--- config.mk ---
export PLATFORM = sky130hd
export DESIGN_NAME = bdaf_top
export DESIGN_NICKNAME = d
export VERILOG_FILES = /design/src/inc/bdaf_pkg.sv /design/src/hw/bdaf_top.sv
export VERILOG_INCLUDE_DIRS = /design/src /design/src/inc
export SDC_FILE = /design/constraint.sdc
export NUM_CORES = 1
export LEC_CHECK = 0
export BUFFER_PORTS_ARGS = -buffer_cell sky130_fd_sc_hd__buf_2
export CORE_AREA = 2 2 246 248
export CTS_CLUSTER_DIAMETER = 30
export DETAILED_ROUTE_END_ITERATION = 10
export DIE_AREA = 0 0 248 250
export PLACE_DENSITY = 0.42
export SETUP_SLACK_MARGIN = 0.05
export SYNTH_ARGS = -nofsm -noshare
export SYNTH_HDL_FRONTEND = slang
export SYNTH_SLANG_ARGS = --single-unit
--- constraint.sdc ---
create_clock -name hclk -period 4.61 [get_ports hclk]
set_clock_uncertainty 0.1 [all_clocks]
set_input_delay 1.383 -clock hclk [delete_from_list [all_inputs] [get_ports hclk]]
set_output_delay 1.383 -clock hclk [all_outputs]
set_load 0.02 [all_outputs]
--- src/inc/bdaf_defs.svh ---
`ifndef BDAF_DEFS_SVH
`define BDAF_DEFS_SVH
// register word indices; byte address is index times four
`define BDAF_IDX_TXLEN_LO    6'h00
`define BDAF_IDX_TXLEN_HI    6'h01
`define BDAF_IDX_RING_FIRST  6'h02
`define BDAF_IDX_RING_END    6'h03
`define BDAF_IDX_RING_BNDRY  6'h04
`define BDAF_IDX_RX_WRPAGE   6'h05
`define BDAF_IDX_LOCAL_LO    6'h06
`define BDAF_IDX_LOCAL_HI    6'h07
`define BDAF_IDX_RSTART_LO   6'h08
`define BDAF_IDX_RSTART_HI   6'h09
`define BDAF_IDX_RLEN_LO     6'h0A
`define BDAF_IDX_RLEN_HI     6'h0B
`define BDAF_IDX_RPTR_LO     6'h0C
`define BDAF_IDX_RPTR_HI     6'h0D
`define BDAF_IDX_CTRL        6'h0E
`define BDAF_IDX_STATUS      6'h0F
`define BDAF_IDX_STATION0    6'h10
`define BDAF_IDX_HASH0       6'h18
// control register bit positions
`define BDAF_CTRL_RSTART     0
`define BDAF_CTRL_RWORD      1
`define BDAF_CTRL_LSTART     2
`define BDAF_CTRL_PROMISC    3
// status register bit positions
`define BDAF_ST_RBUSY        0
`define BDAF_ST_LBUSY        1
`define BDAF_ST_LABORT       2
`define BDAF_ST_ACCEPT       3
`define BDAF_ST_GROUP        4
// crc generator seed and polynomial (msb-first, non-reflected shift form)
`define BDAF_CRC_SEED        32'hFFFFFFFF
`define BDAF_CRC_POLY        32'h04C11DB7
`define BDAF_DA_BITS         6'h30
`endif

--- src/inc/bdaf_pkg.sv ---
package bdaf_pkg;
    // remote channel states
    typedef enum logic [2:0] {
        BDAF_R_IDLE = 3'b001,
        BDAF_R_REQ  = 3'b010,
        BDAF_R_WAIT = 3'b100
    } bdaf_rstate_t;
    // local receive channel states
    typedef enum logic [2:0] {
        BDAF_L_IDLE = 3'b001,
        BDAF_L_RUN  = 3'b010,
        BDAF_L_ABRT = 3'b100
    } bdaf_lstate_t;
endpackage

--- src/hw/bdaf_top.sv ---
// The implementer's own choices: the placing of the registers and the AHB-Lite interface to the registers.
`timescale 1ns/1ps
`default_nettype none
`include "bdaf_defs.svh"

module bdaf_top
    import bdaf_pkg::*;
(
    input  wire logic        hclk,
    input  wire logic        hresetn,
    input  wire logic        hsel,
    input  wire logic [31:0] haddr,
    input  wire logic [1:0]  htrans,
    input  wire logic        hwrite,
    input  wire logic [2:0]  hsize,
    input  wire logic [31:0] hwdata,
    input  wire logic        hready,
    output logic      [31:0] hrdata,
    output logic             hreadyout,
    output logic             hresp,
    output logic             mem_req,
    output logic      [15:0] mem_addr,
    output logic             mem_word,
    input  wire logic        mem_ack,
    input  wire logic        rx_bit_valid,
    input  wire logic        rx_bit,
    input  wire logic        rx_frame,
    input  wire logic        rx_byte_stb,
    input  wire logic        rx_error,
    output logic             addr_accept,
    output logic             addr_done,
    output logic             local_abort
);
    // =====================================================
    // state
    // =====================================================
    typedef struct packed {
        logic [15:0]  txlen;       // transmit byte count
        logic [7:0]   ring_first;  // ring start page
        logic [7:0]   ring_end;    // ring end page
        logic [7:0]   bndry;       // read boundary page
        logic [7:0]   wrpage;      // receive write page
        logic [15:0]  laddr;       // working local address
        logic [15:0]  rstart;      // remote start address
        logic [15:0]  rlen;        // remote programmed length
        logic [15:0]  raddr;       // working remote address
        logic [15:0]  rcnt;        // remaining remote bytes
        logic         rword;       // remote word mode
        logic         promisc;     // accept any physical address
        bdaf_rstate_t rst;         // remote channel state
        bdaf_lstate_t lst;         // local channel state
        logic [47:0]  station;     // station address bytes
        logic [63:0]  hash;        // group hash table
        logic [31:0]  crc;         // destination crc
        logic [5:0]   bitcnt;      // destination bits seen
        logic         dmatch;      // all bits matched so far
        logic         grp;         // individual/group flag
        logic [5:0]   hidx;        // latched hash index
        logic         accept;      // filter verdict
        logic         done;        // verdict pulse
        logic         wsel;        // data phase is write
        logic [5:0]   widx;        // data phase word index
        logic         dvalid;      // data phase pending
        logic [31:0]  rdata;       // read data register
    } bdaf_state_t;

    bdaf_state_t s_q;  // registered state
    bdaf_state_t s_d;  // next state

    // =====================================================
    // helpers
    // =====================================================
    // one crc step, msb-first register fed with each bit
    function automatic logic [31:0] crc_step(input logic [31:0] c, input logic b);
        crc_step = {c[30:0], 1'b0} ^ ((c[31] ^ b) ? `BDAF_CRC_POLY : 32'h00000000);
    endfunction

    // next page, wrapping from ring end back to ring start
    function automatic logic [7:0] page_next(input logic [7:0] p,
                                             input logic [7:0] last,
                                             input logic [7:0] first);
        logic [7:0] n;
        n = p + 8'h01;
        // end page is never entered
        page_next = (n == last) ? first : n;
    endfunction

    // =====================================================
    // synchronisers for pins from the serial receive path
    // =====================================================
    // five receive pins, one two-stage chain
    logic [4:0] sy1_q;  // first stage, read only by second
    logic [4:0] sy2_q;  // second stage
    always_ff @(posedge hclk or negedge hresetn) begin
        if (!hresetn) begin
            sy1_q <= 5'h00;
            sy2_q <= 5'h00;
        end else begin
            sy1_q <= {rx_error, rx_byte_stb, rx_frame, rx_bit, rx_bit_valid};
            sy2_q <= sy1_q;
        end
    end
    logic s_bv;    // synced bit valid level
    logic s_bit;   // synced bit
    logic s_fr;    // synced frame
    logic s_bs;    // synced byte strobe level
    logic s_err;   // synced receive error
    logic bv_p_q;  // previous bit valid
    logic bs_p_q;  // previous byte strobe
    always_comb begin
        {s_err, s_bs, s_fr, s_bit, s_bv} = sy2_q;
    end
    always_ff @(posedge hclk or negedge hresetn) begin
        if (!hresetn) begin
            bv_p_q <= 1'b0;
            bs_p_q <= 1'b0;
        end else begin
            bv_p_q <= s_bv;
            bs_p_q <= s_bs;
        end
    end
    // rising edges only; pins idle low
    logic bit_ev;   // new serial bit
    logic byte_ev;  // one byte written to the ring
    always_comb begin
        bit_ev  = s_bv & ~bv_p_q;
        byte_ev = s_bs & ~bs_p_q;
    end

    // =====================================================
    // bus address phase
    // =====================================================
    logic       aphase;  // accepted transfer
    logic [5:0] aidx;    // word index
    logic       wr_en;   // write lands this cycle
    always_comb begin
        aphase = hsel & hready & htrans[1];
        aidx   = haddr[7:2];
        wr_en  = s_q.dvalid & s_q.wsel;
    end

    // =====================================================
    // next-state logic
    // =====================================================
    logic [7:0]  wb;      // write byte
    logic [15:0] step;    // remote step size
    logic [5:0]  di;      // destination bit index
    logic [47:0] smask;   // station bit under test
    always_comb begin
        s_d   = s_q;
        wb    = hwdata[7:0];
        step  = s_q.rword ? 16'h0002 : 16'h0001;
        di    = s_q.bitcnt;
        smask = 48'h000000000000;
        // one-cycle verdict pulse
        s_d.done = 1'b0;

        // register writes; byte lanes beyond the low one ignored
        if (wr_en) begin
            unique case (s_q.widx)
                `BDAF_IDX_TXLEN_LO:   s_d.txlen[7:0]  = wb;
                `BDAF_IDX_TXLEN_HI:   s_d.txlen[15:8] = wb;
                `BDAF_IDX_RING_FIRST: s_d.ring_first = wb;
                `BDAF_IDX_RING_END:   s_d.ring_end   = wb;
                `BDAF_IDX_RING_BNDRY: s_d.bndry      = wb;
                `BDAF_IDX_RX_WRPAGE:  s_d.wrpage     = wb;
                `BDAF_IDX_RSTART_LO:  s_d.rstart[7:0]  = wb;
                `BDAF_IDX_RSTART_HI:  s_d.rstart[15:8] = wb;
                `BDAF_IDX_RLEN_LO:    s_d.rlen[7:0]    = wb;
                `BDAF_IDX_RLEN_HI:    s_d.rlen[15:8]   = wb;
                `BDAF_IDX_CTRL: begin
                    s_d.rword   = wb[`BDAF_CTRL_RWORD];
                    s_d.promisc = wb[`BDAF_CTRL_PROMISC];
                    // start remote only when idle and a count exists
                    if (wb[`BDAF_CTRL_RSTART] && s_q.rst == BDAF_R_IDLE) begin
                        // zero count: no access
                        if (s_q.rlen != 16'h0000) begin
                            s_d.raddr = s_q.rstart;
                            s_d.rcnt  = s_q.rlen;
                            s_d.rst   = BDAF_R_REQ;
                        end
                    end
                    // local channel opens at the write page
                    if (wb[`BDAF_CTRL_LSTART]) begin
                        s_d.laddr = {s_q.wrpage, 8'h00};
                        s_d.lst   = BDAF_L_RUN;
                    end
                end
                default: begin
                    if (s_q.widx[5:3] == 3'b010 && s_q.widx[2:0] < 3'h6) begin
                        s_d.station[{s_q.widx[2:0], 3'b000} +: 8] = wb;
                    end else if (s_q.widx[5:3] == 3'b011) begin
                        s_d.hash[{s_q.widx[2:0], 3'b000} +: 8] = wb;
                    end
                end
            endcase
        end

        // remote channel: one memory access per grant
        unique case (s_q.rst)
            BDAF_R_IDLE: begin
                // parked until started
            end
            BDAF_R_REQ: begin
                if (mem_ack) begin
                    s_d.raddr = s_q.raddr + step;
                    // odd last byte in word mode drops to zero
                    s_d.rcnt = (s_q.rcnt < step) ? 16'h0000 : s_q.rcnt - step;
                    s_d.rst  = BDAF_R_WAIT;
                end
            end
            BDAF_R_WAIT: begin
                s_d.rst = (s_q.rcnt == 16'h0000) ? BDAF_R_IDLE : BDAF_R_REQ;
            end
        endcase

        // local receive channel, page linking and recovery
        unique case (s_q.lst)
            BDAF_L_IDLE: begin
                // parked until started
            end
            BDAF_L_RUN: begin
                if (s_err) begin
                    s_d.laddr = {s_q.wrpage, 8'h00};
                end else if (byte_ev) begin
                    if (s_q.laddr[7:0] == 8'hFF) begin
                        // linking to the next page
                        if (page_next(s_q.laddr[15:8], s_q.ring_end, s_q.ring_first)
                                == s_q.bndry) begin
                            s_d.lst = BDAF_L_ABRT;
                        end else begin
                            s_d.laddr = {page_next(s_q.laddr[15:8], s_q.ring_end,
                                                   s_q.ring_first), 8'h00};
                        end
                    end else begin
                        s_d.laddr = s_q.laddr + 16'h0001;
                    end
                end
            end
            BDAF_L_ABRT: begin
                // held until software restarts the channel
            end
        endcase

        // destination address filter
        if (!s_fr) begin
            s_d.bitcnt = 6'h00;
            s_d.crc    = `BDAF_CRC_SEED;
            s_d.dmatch = 1'b1;
        end else if (bit_ev && s_q.bitcnt < `BDAF_DA_BITS) begin
            smask[di] = 1'b1;
            s_d.crc    = crc_step(s_q.crc, s_bit);
            s_d.bitcnt = s_q.bitcnt + 6'h01;
            // station byte n bit k is destination bit 8n+k
            if (((s_q.station & smask) != 48'h000000000000) != s_bit) begin
                s_d.dmatch = 1'b0;
            end
            if (s_q.bitcnt == 6'h00) begin
                s_d.grp = s_bit;
            end
            if (s_q.bitcnt == `BDAF_DA_BITS - 6'h01) begin
                s_d.hidx = s_d.crc[31:26];
                s_d.done = 1'b1;
                if (s_q.grp) begin
                    s_d.accept = s_q.hash[s_d.crc[31:26]];
                end else begin
                    s_d.accept = s_d.dmatch | s_q.promisc;
                end
            end
        end

        // bus bookkeeping and read data
        // read word lands in the data phase
        s_d.dvalid = aphase;
        s_d.wsel   = hwrite;
        s_d.widx   = aidx;
        if (aphase && !hwrite) begin
            s_d.rdata = rd_mux(aidx);
        end
    end

    // read mux; unmapped words read zero
    function automatic logic [31:0] rd_mux(input logic [5:0] i);
        logic [7:0] v;
        v = 8'h00;
        unique case (i)
            `BDAF_IDX_TXLEN_LO:   v = s_q.txlen[7:0];
            `BDAF_IDX_TXLEN_HI:   v = s_q.txlen[15:8];
            `BDAF_IDX_RING_FIRST: v = s_q.ring_first;
            `BDAF_IDX_RING_END:   v = s_q.ring_end;
            `BDAF_IDX_RING_BNDRY: v = s_q.bndry;
            `BDAF_IDX_RX_WRPAGE:  v = s_q.wrpage;
            `BDAF_IDX_LOCAL_LO:   v = s_q.laddr[7:0];
            `BDAF_IDX_LOCAL_HI:   v = s_q.laddr[15:8];
            `BDAF_IDX_RSTART_LO:  v = s_q.rstart[7:0];
            `BDAF_IDX_RSTART_HI:  v = s_q.rstart[15:8];
            `BDAF_IDX_RLEN_LO:    v = s_q.rlen[7:0];
            `BDAF_IDX_RLEN_HI:    v = s_q.rlen[15:8];
            `BDAF_IDX_RPTR_LO:    v = s_q.raddr[7:0];
            `BDAF_IDX_RPTR_HI:    v = s_q.raddr[15:8];
            `BDAF_IDX_CTRL:       v = {4'h0, s_q.promisc, 1'b0, s_q.rword, 1'b0};
            `BDAF_IDX_STATUS:     v = {3'h0, s_q.grp, s_q.accept,
                                       s_q.lst == BDAF_L_ABRT, s_q.lst == BDAF_L_RUN,
                                       s_q.rst != BDAF_R_IDLE};
            default: begin
                if (i[5:3] == 3'b010 && i[2:0] < 3'h6) begin
                    v = s_q.station[{i[2:0], 3'b000} +: 8];
                end else if (i[5:3] == 3'b011) begin
                    v = s_q.hash[{i[2:0], 3'b000} +: 8];
                end
            end
        endcase
        rd_mux = {24'h000000, v};
    endfunction

    // =====================================================
    // state register
    // =====================================================
    // async assert, release on an edge
    always_ff @(posedge hclk or negedge hresetn) begin
        if (!hresetn) begin
            s_q        <= '0;
            s_q.rst    <= BDAF_R_IDLE;
            s_q.lst    <= BDAF_L_IDLE;
            s_q.crc    <= `BDAF_CRC_SEED;
            s_q.dmatch <= 1'b1;
        end else begin
            s_q <= s_d;
        end
    end

    // =====================================================
    // outputs
    // =====================================================
    // all outputs are flops, decodes of state flops, or constants
    always_comb begin
        hrdata      = s_q.rdata;
        hreadyout   = 1'b1;   // zero wait states
        hresp       = 1'b0;   // always okay
        mem_req     = (s_q.rst == BDAF_R_REQ);
        mem_addr    = s_q.raddr;
        mem_word    = s_q.rword;
        addr_accept = s_q.accept;
        addr_done   = s_q.done;
        local_abort = (s_q.lst == BDAF_L_ABRT);
    end
endmodule
`default_nettype wire

==> results of run 1 <==
==> worst max-delay path by stage <==
stage	end	slack (ns)
after floorplan	hrdata[4]	0.85
after global placement	addr_accept	0.71
after detailed placement	s_q[283]	0.73
after CTS	s_q[283]	0.73
after global routing	addr_accept	0.51
final	s_q[283]	0.74
==> routing by layer <==
layer,vias up,GRT usage
met5,-,0
met4,2,0.0626
li1,6053,-
met1,6791,0.253
met2,354,0.305
met3,97,0.0356
==> power by group through the flow <==
stage | Clock [W] | Combinational [W] | Sequential (W)
floorplan | 0 | 0.000544 | 0.00307
global placement | 0 | 0.000754 | 0.00315
detailed placement | 0 | 0.000759 | 0.00315
CTS | 0.00668 | 0.000764 | 0.00312
global route | 0.00685 | 0.000821 | 0.00313
finish | 0.00654 | 0.000753 | 0.00312
==> placed cells by master, fill, tap and decap left out, types with 35 or more instances in the layout <==
cell type / n
nor2_1: 77
mux2_2: 196
dfstp_2: 35
a21oi_1: 47
nand2_1: 177
mux2i_1: 42
buf_2: 53
dfrtp_1: 283
buf_4: 37
mux4_2: 56
o21ai_0: 58
nand3_1: 50
clkbuf_16: 93
==> critical path: stages, from the launching register on <==
cell and delay, ns:
dfrtp_1 0.35, ha_1 0.30, nand3_4 0.13, nor3_2 0.25
mux2_4 0.34, or4_4 0.64, or4_1 0.50, nand3_1 0.16
nand4_4 0.17, or2_1 0.37, a221oi_2 0.30, a21oi_1 0.11
==> cell type report <==
class / count / area share
multi-input cells: 1128 / 0.406
well taps: 782 / 0.0449
flip-flops and latches: 318 / 0.367
clock inverters: 34 / 0.0258
repair buffers: 94 / 0.0283
inverters: 29 / 0.00499
clock buffers: 138 / 0.123
==> metrics by stage <==
| step | instances | cell area (um^2) |
|---|---|---|
| floorplan | 1615 | 17700 |
| global placement | 2351 | 18600 |
| detailed placement | 2351 | 18600 |
| CTS | 2523 | 21800 |
| global route | 2523 | 21800 |
| finish | 2523 | 21800 |
==> logic make-up (layout without fill, tap and decap cells) <==
| group | after synthesis | count (layout) |
|---|---|---|
| buffers and inverters | 169 | 295 |
| AND/OR/NAND/NOR | 463 | 463 |
| AO/OA/AOI/OAI | 293 | 293 |
| flip-flops | 318 | 318 |
| XOR/XNOR | 36 | 36 |
| other | 2 | 26 |
| adder cells (fa/ha/maj) | 15 | 15 |
| multiplexers | 295 | 295 |
==> impl_metrics.ini, run 1 <==
[timing]
tightest_slew_ns = 1.09
rsz0062_at_grt = false
final_hold_viol_count = 0
fmax_mhz = 258
worst_hold_slack_ns = 0.242
fin_setup_tns_ns = 0
slew_violations = 0
setup_slack_ns = 0.736
post-route-period-util = 0.840
min_period_ns = 3.87
setup_viol = 0
relSlewSlack = 0.268

[grt]
antenna_found_initial = 2
grt_usage = 0.189
grt_pass1_wl_um = 88000
grt_max_degree = 97
grt_pass1_vias = 13600
grt_overflow = 0

[layout]
seq_area_mm2 = 0.00800
antenna_cells = 0
multi_input_area_mm2 = 0.00885
nFillCells = 5873
area_growth_pct = 23.9
utilization = 0.366
layout-drive-gt1-share = 0.320
nets = 1758

[routing]
wl_met2_um = 27600
drcViolationCount = 0
postRouteAntennaNets = 0
firstDrtPassIters = 5
wl_met1_um = 26100
highest_layer = met5
vias = 13300
drt_wl_total_um = 58000
wl_per_cell_um = 23.0
viasPerCell = 5.27
drt_iter0_drc = 888
wl_met3_um = 2580

[pwr]
peakVddDrop_v = 0.000350
p_int_w = 0.00797
p_per_area_mw_per_mm2 = 477
p_leak_nw = 9.14
p_seq_frac = 0.299
p_sw_frac = 0.234
power_switching_w = 0.00244
p_total_w = 0.0104
power_frac_clock = 0.628
p_comb_frac = 0.072

[clock_network]
clock_latency_ns = 0.61
clkSlewWorstSetupHoldPaths_ns = 0.04
cts_tree = done
post-cts-setup-buffers = 0
clockRootBuffer = clkbuf_16
clockBufferDepth = 3
cts_buffers = 92
cts.htree.levels = 3
postCtsHoldBufs = 0
cts_resized = 0
cts_sinks = 318

[floorplan]
initial_core_util = 0.296
rows = 90
dieArea_mm2 = 0.0620
fp.dieH_um = 250
coreArea_mm2 = 0.0596
pin_count = 135
die_x_um = 248

[critical_path]
worstSetupPathType = reg2reg
worst-r2r-setup-slack_ns = 0.74
rr_worst_depth = 11
crit_path_end_kind = register
worstPathArrival_ns = 4.24
worstReg2RegStart = s_q[281]
startpoint = s_q[281]
required_ns = 4.98
cp-start-kind = register
crit_path_max_fanout = 15
r2r_end = s_q[283]

[place]
dp_hpwl_um = 40000
gp_congestion = 0.898
post-place-ws_ns = 0.733
port_buffers = 54

[run_status]
status = finished, final reports clean

[synth]
synth_top_family_by_area = multiplexers
synth.avg_cell_area_um2 = 11.1
synth_compound_area_frac = 0.116
synthXorXnorAreaFrac = 0.0179
synth_ff_type = dfrtp_1
syn_area_mm2 = 0.0176
synth_fa_ha_area_frac = 0.0115
async_flop_share = 1.00
synthTopCellsByCount = dfrtp_1, mux2_2, nand2_1
ys_seq_elements = 318
yosys.area.top_type_share = 0.402
yosysSeqAreaShare = 0.455
synth_mux_area_frac = 0.222
ys_types = 83
yosysTopAreaCell = dfrtp_1
synth-edff-count = 0
synthTopCellsByArea = dfrtp_1, mux2_2, mux4_2, dfstp_2, nand2_1
synth-simple-area-share = 0.129
post-synth-top-count-cell = dfrtp_1
netlist_instances = 1591
ys_warn_count = 0

[min_path]
hp-start = sy1_q[1]
min_delay_worst_endpoint = sy2_q[1]
hold_depth = 0
hold_class = reg2reg

[flow_run]
drv_cap = 0
No activity file was read; power rests on OpenSTA's default activity.
==> inputs of run 2 (changes only) <==
- PLACE_DENSITY: 0.42 -> 0.44
- clock period: 4.61 -> 3.2 ns (I/O delays scaled with it)
==> run 2 against run 1 <==
- the run now ends with negative setup slack left
- combinational power increased by 63%
- register-to-register slack worse by 0.91 ns
- final area is 5.9% higher
- routed wire length up 2.8%
- via count rose by 5.5%
- total power grew 46%
- utilization is 2.1 points higher
- sequential power up 44%
- flip-flop and latch count unchanged
- non-clock buffer count increased by 123
- hold slack lost 0.019 ns
- highest routed layer unchanged
==> impl_metrics.ini, run 2 (synthesized netlist as in run 1, its figures left out) <==
[timing]
fmax_mhz = 296
tightest_slew_ns = 0.878
setup_slack_ns = -0.175
final_hold_viol_count = 0
setup_viol = 17
relSlewSlack = 0.415
slew_violations = 0
post-route-period-util = 1.05
min_period_ns = 3.37
rsz0062_at_grt = true

[grt]
grt_pass1_wl_um = 90700
grt_max_degree = 77
grt_overflow = 0
grt_usage = 0.195
grt_pass1_vias = 14400
antenna_found_initial = 2

[layout]
nets = 1879
area_growth_pct = 31.1
multi_input_area_mm2 = 0.00911
layout-drive-gt1-share = 0.385
final_common_cell = dfrtp_1
utilization = 0.388
nFillCells = 5769
seq_area_mm2 = 0.00800
antenna_cells = 0
final_cell_mix = dfrtp_1, mux2_2, nand2_1

[pwr]
p_int_w = 0.0116
p_seq_frac = 0.296
peakVddDrop_v = 0.000503
power_frac_clock = 0.623
p_comb_frac = 0.081
p_total_w = 0.0152
power_switching_w = 0.00353
p_leak_nw = 9.82
p_sw_frac = 0.233
p_per_area_mw_per_mm2 = 657

[place]
gp_congestion = 0.928
port_buffers = 54
dp_hpwl_um = 41600

[routing]
postRouteAntennaNets = 0
wl_per_cell_um = 22.6
vias = 14000
drt_wl_total_um = 59600
firstDrtPassIters = 5
drcViolationCount = 0
viasPerCell = 5.32
drt_iter0_drc = 990

[floorplan]
die_x_um = 248
dieArea_mm2 = 0.0620
initial_core_util = 0.296
fp.dieH_um = 250
pin_count = 135
rows = 90
coreArea_mm2 = 0.0596

[critical_path]
worstPathArrival_ns = 3.78
worstSetupPathType = reg2reg
crit_path_max_fanout = 7
crit_path_end_kind = register
required_ns = 3.61
cp-start-kind = register

[clock_network]
clockBufferDepth = 3
clockRootBuffer = clkbuf_16
cts_buffers = 89
cts_sinks = 318
clkSlewWorstSetupHoldPaths_ns = 0.04
cts.htree.levels = 3
clock_latency_ns = 0.62
cts_tree = done

[run_status]
violations = negative setup slack
status = complete, but fails checks

[min_path]
hold_class = in2async

[flow_run]
drv_cap = 0
-- run 2: changes by cell type in the layout (fill, tap and decap cells not counted), moves of 3 or more --
cell,previous run,this run
buf_6,0,3
clkinvlp_4,0,3
clkbuf_8,19,22
nand3_1,50,45
buf_12,3,10
o21ai_1,0,4
o21ai_0,58,52
or4_4,3,8
or4_1,5,1
o22ai_1,31,28
clkbuf_1,26,15
nand3_4,2,6
buf_4,37,149
-- run 2: worst paths after layout --
path / startpoint / to / slack [ns] / cells after the start
setup / recovery: register / s_q[282] / -0.17 / 11
min in group hclk: sy1_q[3] / sy2_q[3] / 0.24 / 0
setup reg to reg: register / s_q[282] / -0.17 / 11
hold / removal: hresetn / sy1_q[4] / 0.22 / 1
hold reg to reg: sy1_q[3] / sy2_q[3] / 0.24 / 0
max in group asynchronous: hresetn / s_q[66] / 1.94 / 2
-- run 2: power groups by stage --
stage	combinational, W	sequential [W]	clock (W)
after CTS	0.00121	0.00448	0.00961
after detailed placement	0.00118	0.00453	0
after floorplan	0.000787	0.00442	0
after global placement	0.00117	0.00453	0
after global routing	0.00134	0.00451	0.00986
final	0.00123	0.00448	0.00945
-- run 2: routing by layer --
layer  share of wire  vias to the layer above  wire length (um)  global-route usage
met1            0.43                     7082             25800               0.257
met2            0.47                      514             27800               0.305
met5         0.00020                        -                12                   0
met4           0.039                        2              2330              0.0833
li1                -                     6288                 -                   -
met3           0.060                      145              3610              0.0437
-- run 2: layout make-up --
type,count,share of cell area
sequential,318,0.347
timing repair buffer,217,0.0714
clock inverter,34,0.0248
tap,782,0.0424
multi-input combinational,1129,0.395
clock buffer,129,0.115
inverter,29,0.00472
-- run 2: timing repair --
action,CTS,global route
pin swaps,20,4
endpoints found under the setup margin,18,23
gates cloned,1,0
resized for setup,40,14
hold buffers,0,0
buffers inserted,5,8
-- run 2: worst max-delay path, cell delays in order, from the launching register on --
cell and delay, ns:
dfrtp_1 0.41, ha_4 0.17, nand3_4 0.07, nor3_4 0.19
mux2_4 0.33, or4_4 0.59, or4_4 0.46, nand3_4 0.10
o2111ai_4 0.16, nor2_4 0.18, mux2_4 0.31, a311oi_1 0.20
-- run 2: metrics by stage --
stage          cells  worst slack [ns]  hold WS [ns]  setup TNS (ns)  instance area, um^2
2_1_floorplan   1615            -0.318         0.231           -2.49                17700
3_3_place_gp    2461            -0.311         0.236           -3.60                19500
3_5_place_dp    2461            -0.344         0.236           -4.47                19500
4_1_cts         2630            -0.179         0.243           -2.00                23000
5_1_grt         2638            -0.313         0.247           -4.48                23100
6_report        2638            -0.175         0.223           -2.02                23100
==> inputs of run 3 (changes only) <==
- MAX_ROUTING_LAYER: not set -> met4
==> run 3 against run 2 <==
- the run still ends with negative setup slack left
- sequential power about the same
- register-to-register slack got worse by 0.09 ns
- critical path type unchanged
- die area unchanged
==> impl_metrics.ini, run 3 (synthesized netlist as in run 1, its figures left out) <==
[run_status]
status = complete, but fails checks
violations = negative setup slack

[grt]
grt_max_degree = 61
antenna_found_initial = 1
grt_usage = 0.199
grt_overflow = 0
grt_pass1_vias = 14200
grt_pass1_wl_um = 91000

[pwr]
peakVddDrop_v = 0.000481
power_switching_w = 0.00368
p_seq_frac = 0.302
p_comb_frac = 0.080
p_sw_frac = 0.248
p_per_area_mw_per_mm2 = 644
p_int_w = 0.0112
p_leak_nw = 9.80
power_frac_clock = 0.617

[timing]
fin_setup_tns_ns = -2.71
setup_slack_ns = -0.261
final_hold_viol_count = 0
rsz0062_at_grt = true
slew_violations = 0
min_period_ns = 3.46
post-route-period-util = 1.08
setup_viol = 18
fmax_mhz = 289
worst_hold_slack_ns = 0.200
relSlewSlack = 0.350
tightest_slew_ns = 0.965

[floorplan]
pin_count = 135
rows = 90
initial_core_util = 0.296
die_x_um = 248
coreArea_mm2 = 0.0596
fp.dieH_um = 250
dieArea_mm2 = 0.0620

[place]
post_dp_cell_area_mm2 = 0.0195
post-place-ws_ns = -0.317
port_buffers = 54
dp_hpwl_um = 41800
gp_congestion = 0.916

[critical_path]
crit_path_end_kind = register
rr_worst_depth = 13
worstSetupPathType = reg2reg
worstPathArrival_ns = 3.86
cp-start-kind = register
crit_path_max_fanout = 7
required_ns = 3.60

[routing]
postRouteAntennaNets = 0
drt_wl_total_um = 59500
firstDrtPassIters = 5
wl_per_cell_um = 22.6
drt_iter0_drc = 1069
vias = 13900
viasPerCell = 5.28
drcViolationCount = 0

[min_path]
hold_class = in2async

[clock_network]
cts.htree.levels = 3
clock_latency_ns = 0.63
cts_sinks = 318
clkSlewWorstSetupHoldPaths_ns = 0.04
cts_buffers = 88
postCtsHoldBufs = 0
clockBufferDepth = 3
cts_tree = done
clockRootBuffer = clkbuf_16

[layout]
nets = 1878
layout-drive-gt1-share = 0.388
stdcell_area_mm2 = 0.0230
final_cell_mix = dfrtp_1, mux2_2, nand2_1
area_growth_pct = 30.9
final_common_cell = dfrtp_1
antenna_cells = 0

[flow_run]
drv_cap = 0
-- run 3: cell count changes in the layout (fill, tap and decap cells not counted), moves of 3 or more --
cell,previous run,this run
o22ai_2,1,5
clkbuf_8,22,14
clkinv_16,0,3
o21ai_1,4,1
clkbuf_16,92,88
clkbuf_1,15,12
o21ai_0,52,55
nand3_2,4,1
clkinvlp_4,3,11
clkinv_4,0,3
o22ai_1,28,25
-- run 3: final cells by class --
cell class,count,area [um^2]
inverters,29,109
multi-input cells,1129,9140
flip-flops and latches,318,8000
fillers,5816,36500
clock inverters,50,728
well taps,782,978
repair buffers,217,1650
clock buffers,114,2440
-- run 3: critical path: stages (launching register included) --
cell and delay, ns:
dfrtp_2 0.43, ha_4 0.27, xor2_4 0.15, a31oi_4 0.17
o311ai_4 0.13, or4_4 0.61, or4_4 0.45, nand3_4 0.10
o2111ai_4 0.16, nor2_4 0.17, buf_8 0.15, buf_8 0.13
mux2i_1 0.08, o31a_1 0.24
-- run 3: what timing repair did --
item / in CTS / in global routing
resized for setup: 22 / 36
gates cloned: 1 / 0
buffers inserted: 3 / 12
pin swaps: 14 / 24
endpoints found under the setup margin: 18 / 20
-- run 3: worst paths after layout --
check / end / slack (ns) / startpoint
worst min-delay path: sy1_q[4] / 0.20 / hresetn
max in group asynchronous: s_q[68] / 2.01 / hresetn
min in group hclk: sy2_q[4] / 0.25 / sy1_q[4]
worst min register to register: sy2_q[4] / 0.25 / sy1_q[4]
worst max-delay path: s_q[284] / -0.26 / s_q[281]
worst max register to register: s_q[284] / -0.26 / s_q[281]
-- run 3: power by group through the flow --
stage	logic [W]	registers, W	clock network (W)
5_1_grt	0.00130	0.00451	0.00957
3_5_place_dp	0.00118	0.00454	0
6_report	0.00119	0.00448	0.00916
2_1_floorplan	0.000787	0.00442	0
3_3_place_gp	0.00116	0.00453	0
4_1_cts	0.00119	0.00448	0.00932
-- run 3: routing by layer --
layer | routed length, um | up-vias | GRT usage | share of wire
met5 | 0 | - | - | 0
met1 | 26400 | 7128 | 0.265 | 0.44
li1 | - | 6267 | - | -
met4 | 1220 | 0 | 0.0498 | 0.020
met3 | 3130 | 95 | 0.0361 | 0.053
met2 | 28800 | 441 | 0.313 | 0.48
-- run 3: per-stage QoR --
step,power (W),util,std cells
after floorplan,0.00521,-,1615
after global placement,0.00569,0.327,2460
after detailed placement,0.00571,0.327,2460
after CTS,0.0150,0.383,2628
after global routing,0.0154,0.387,2639
final,0.0148,0.387,2639
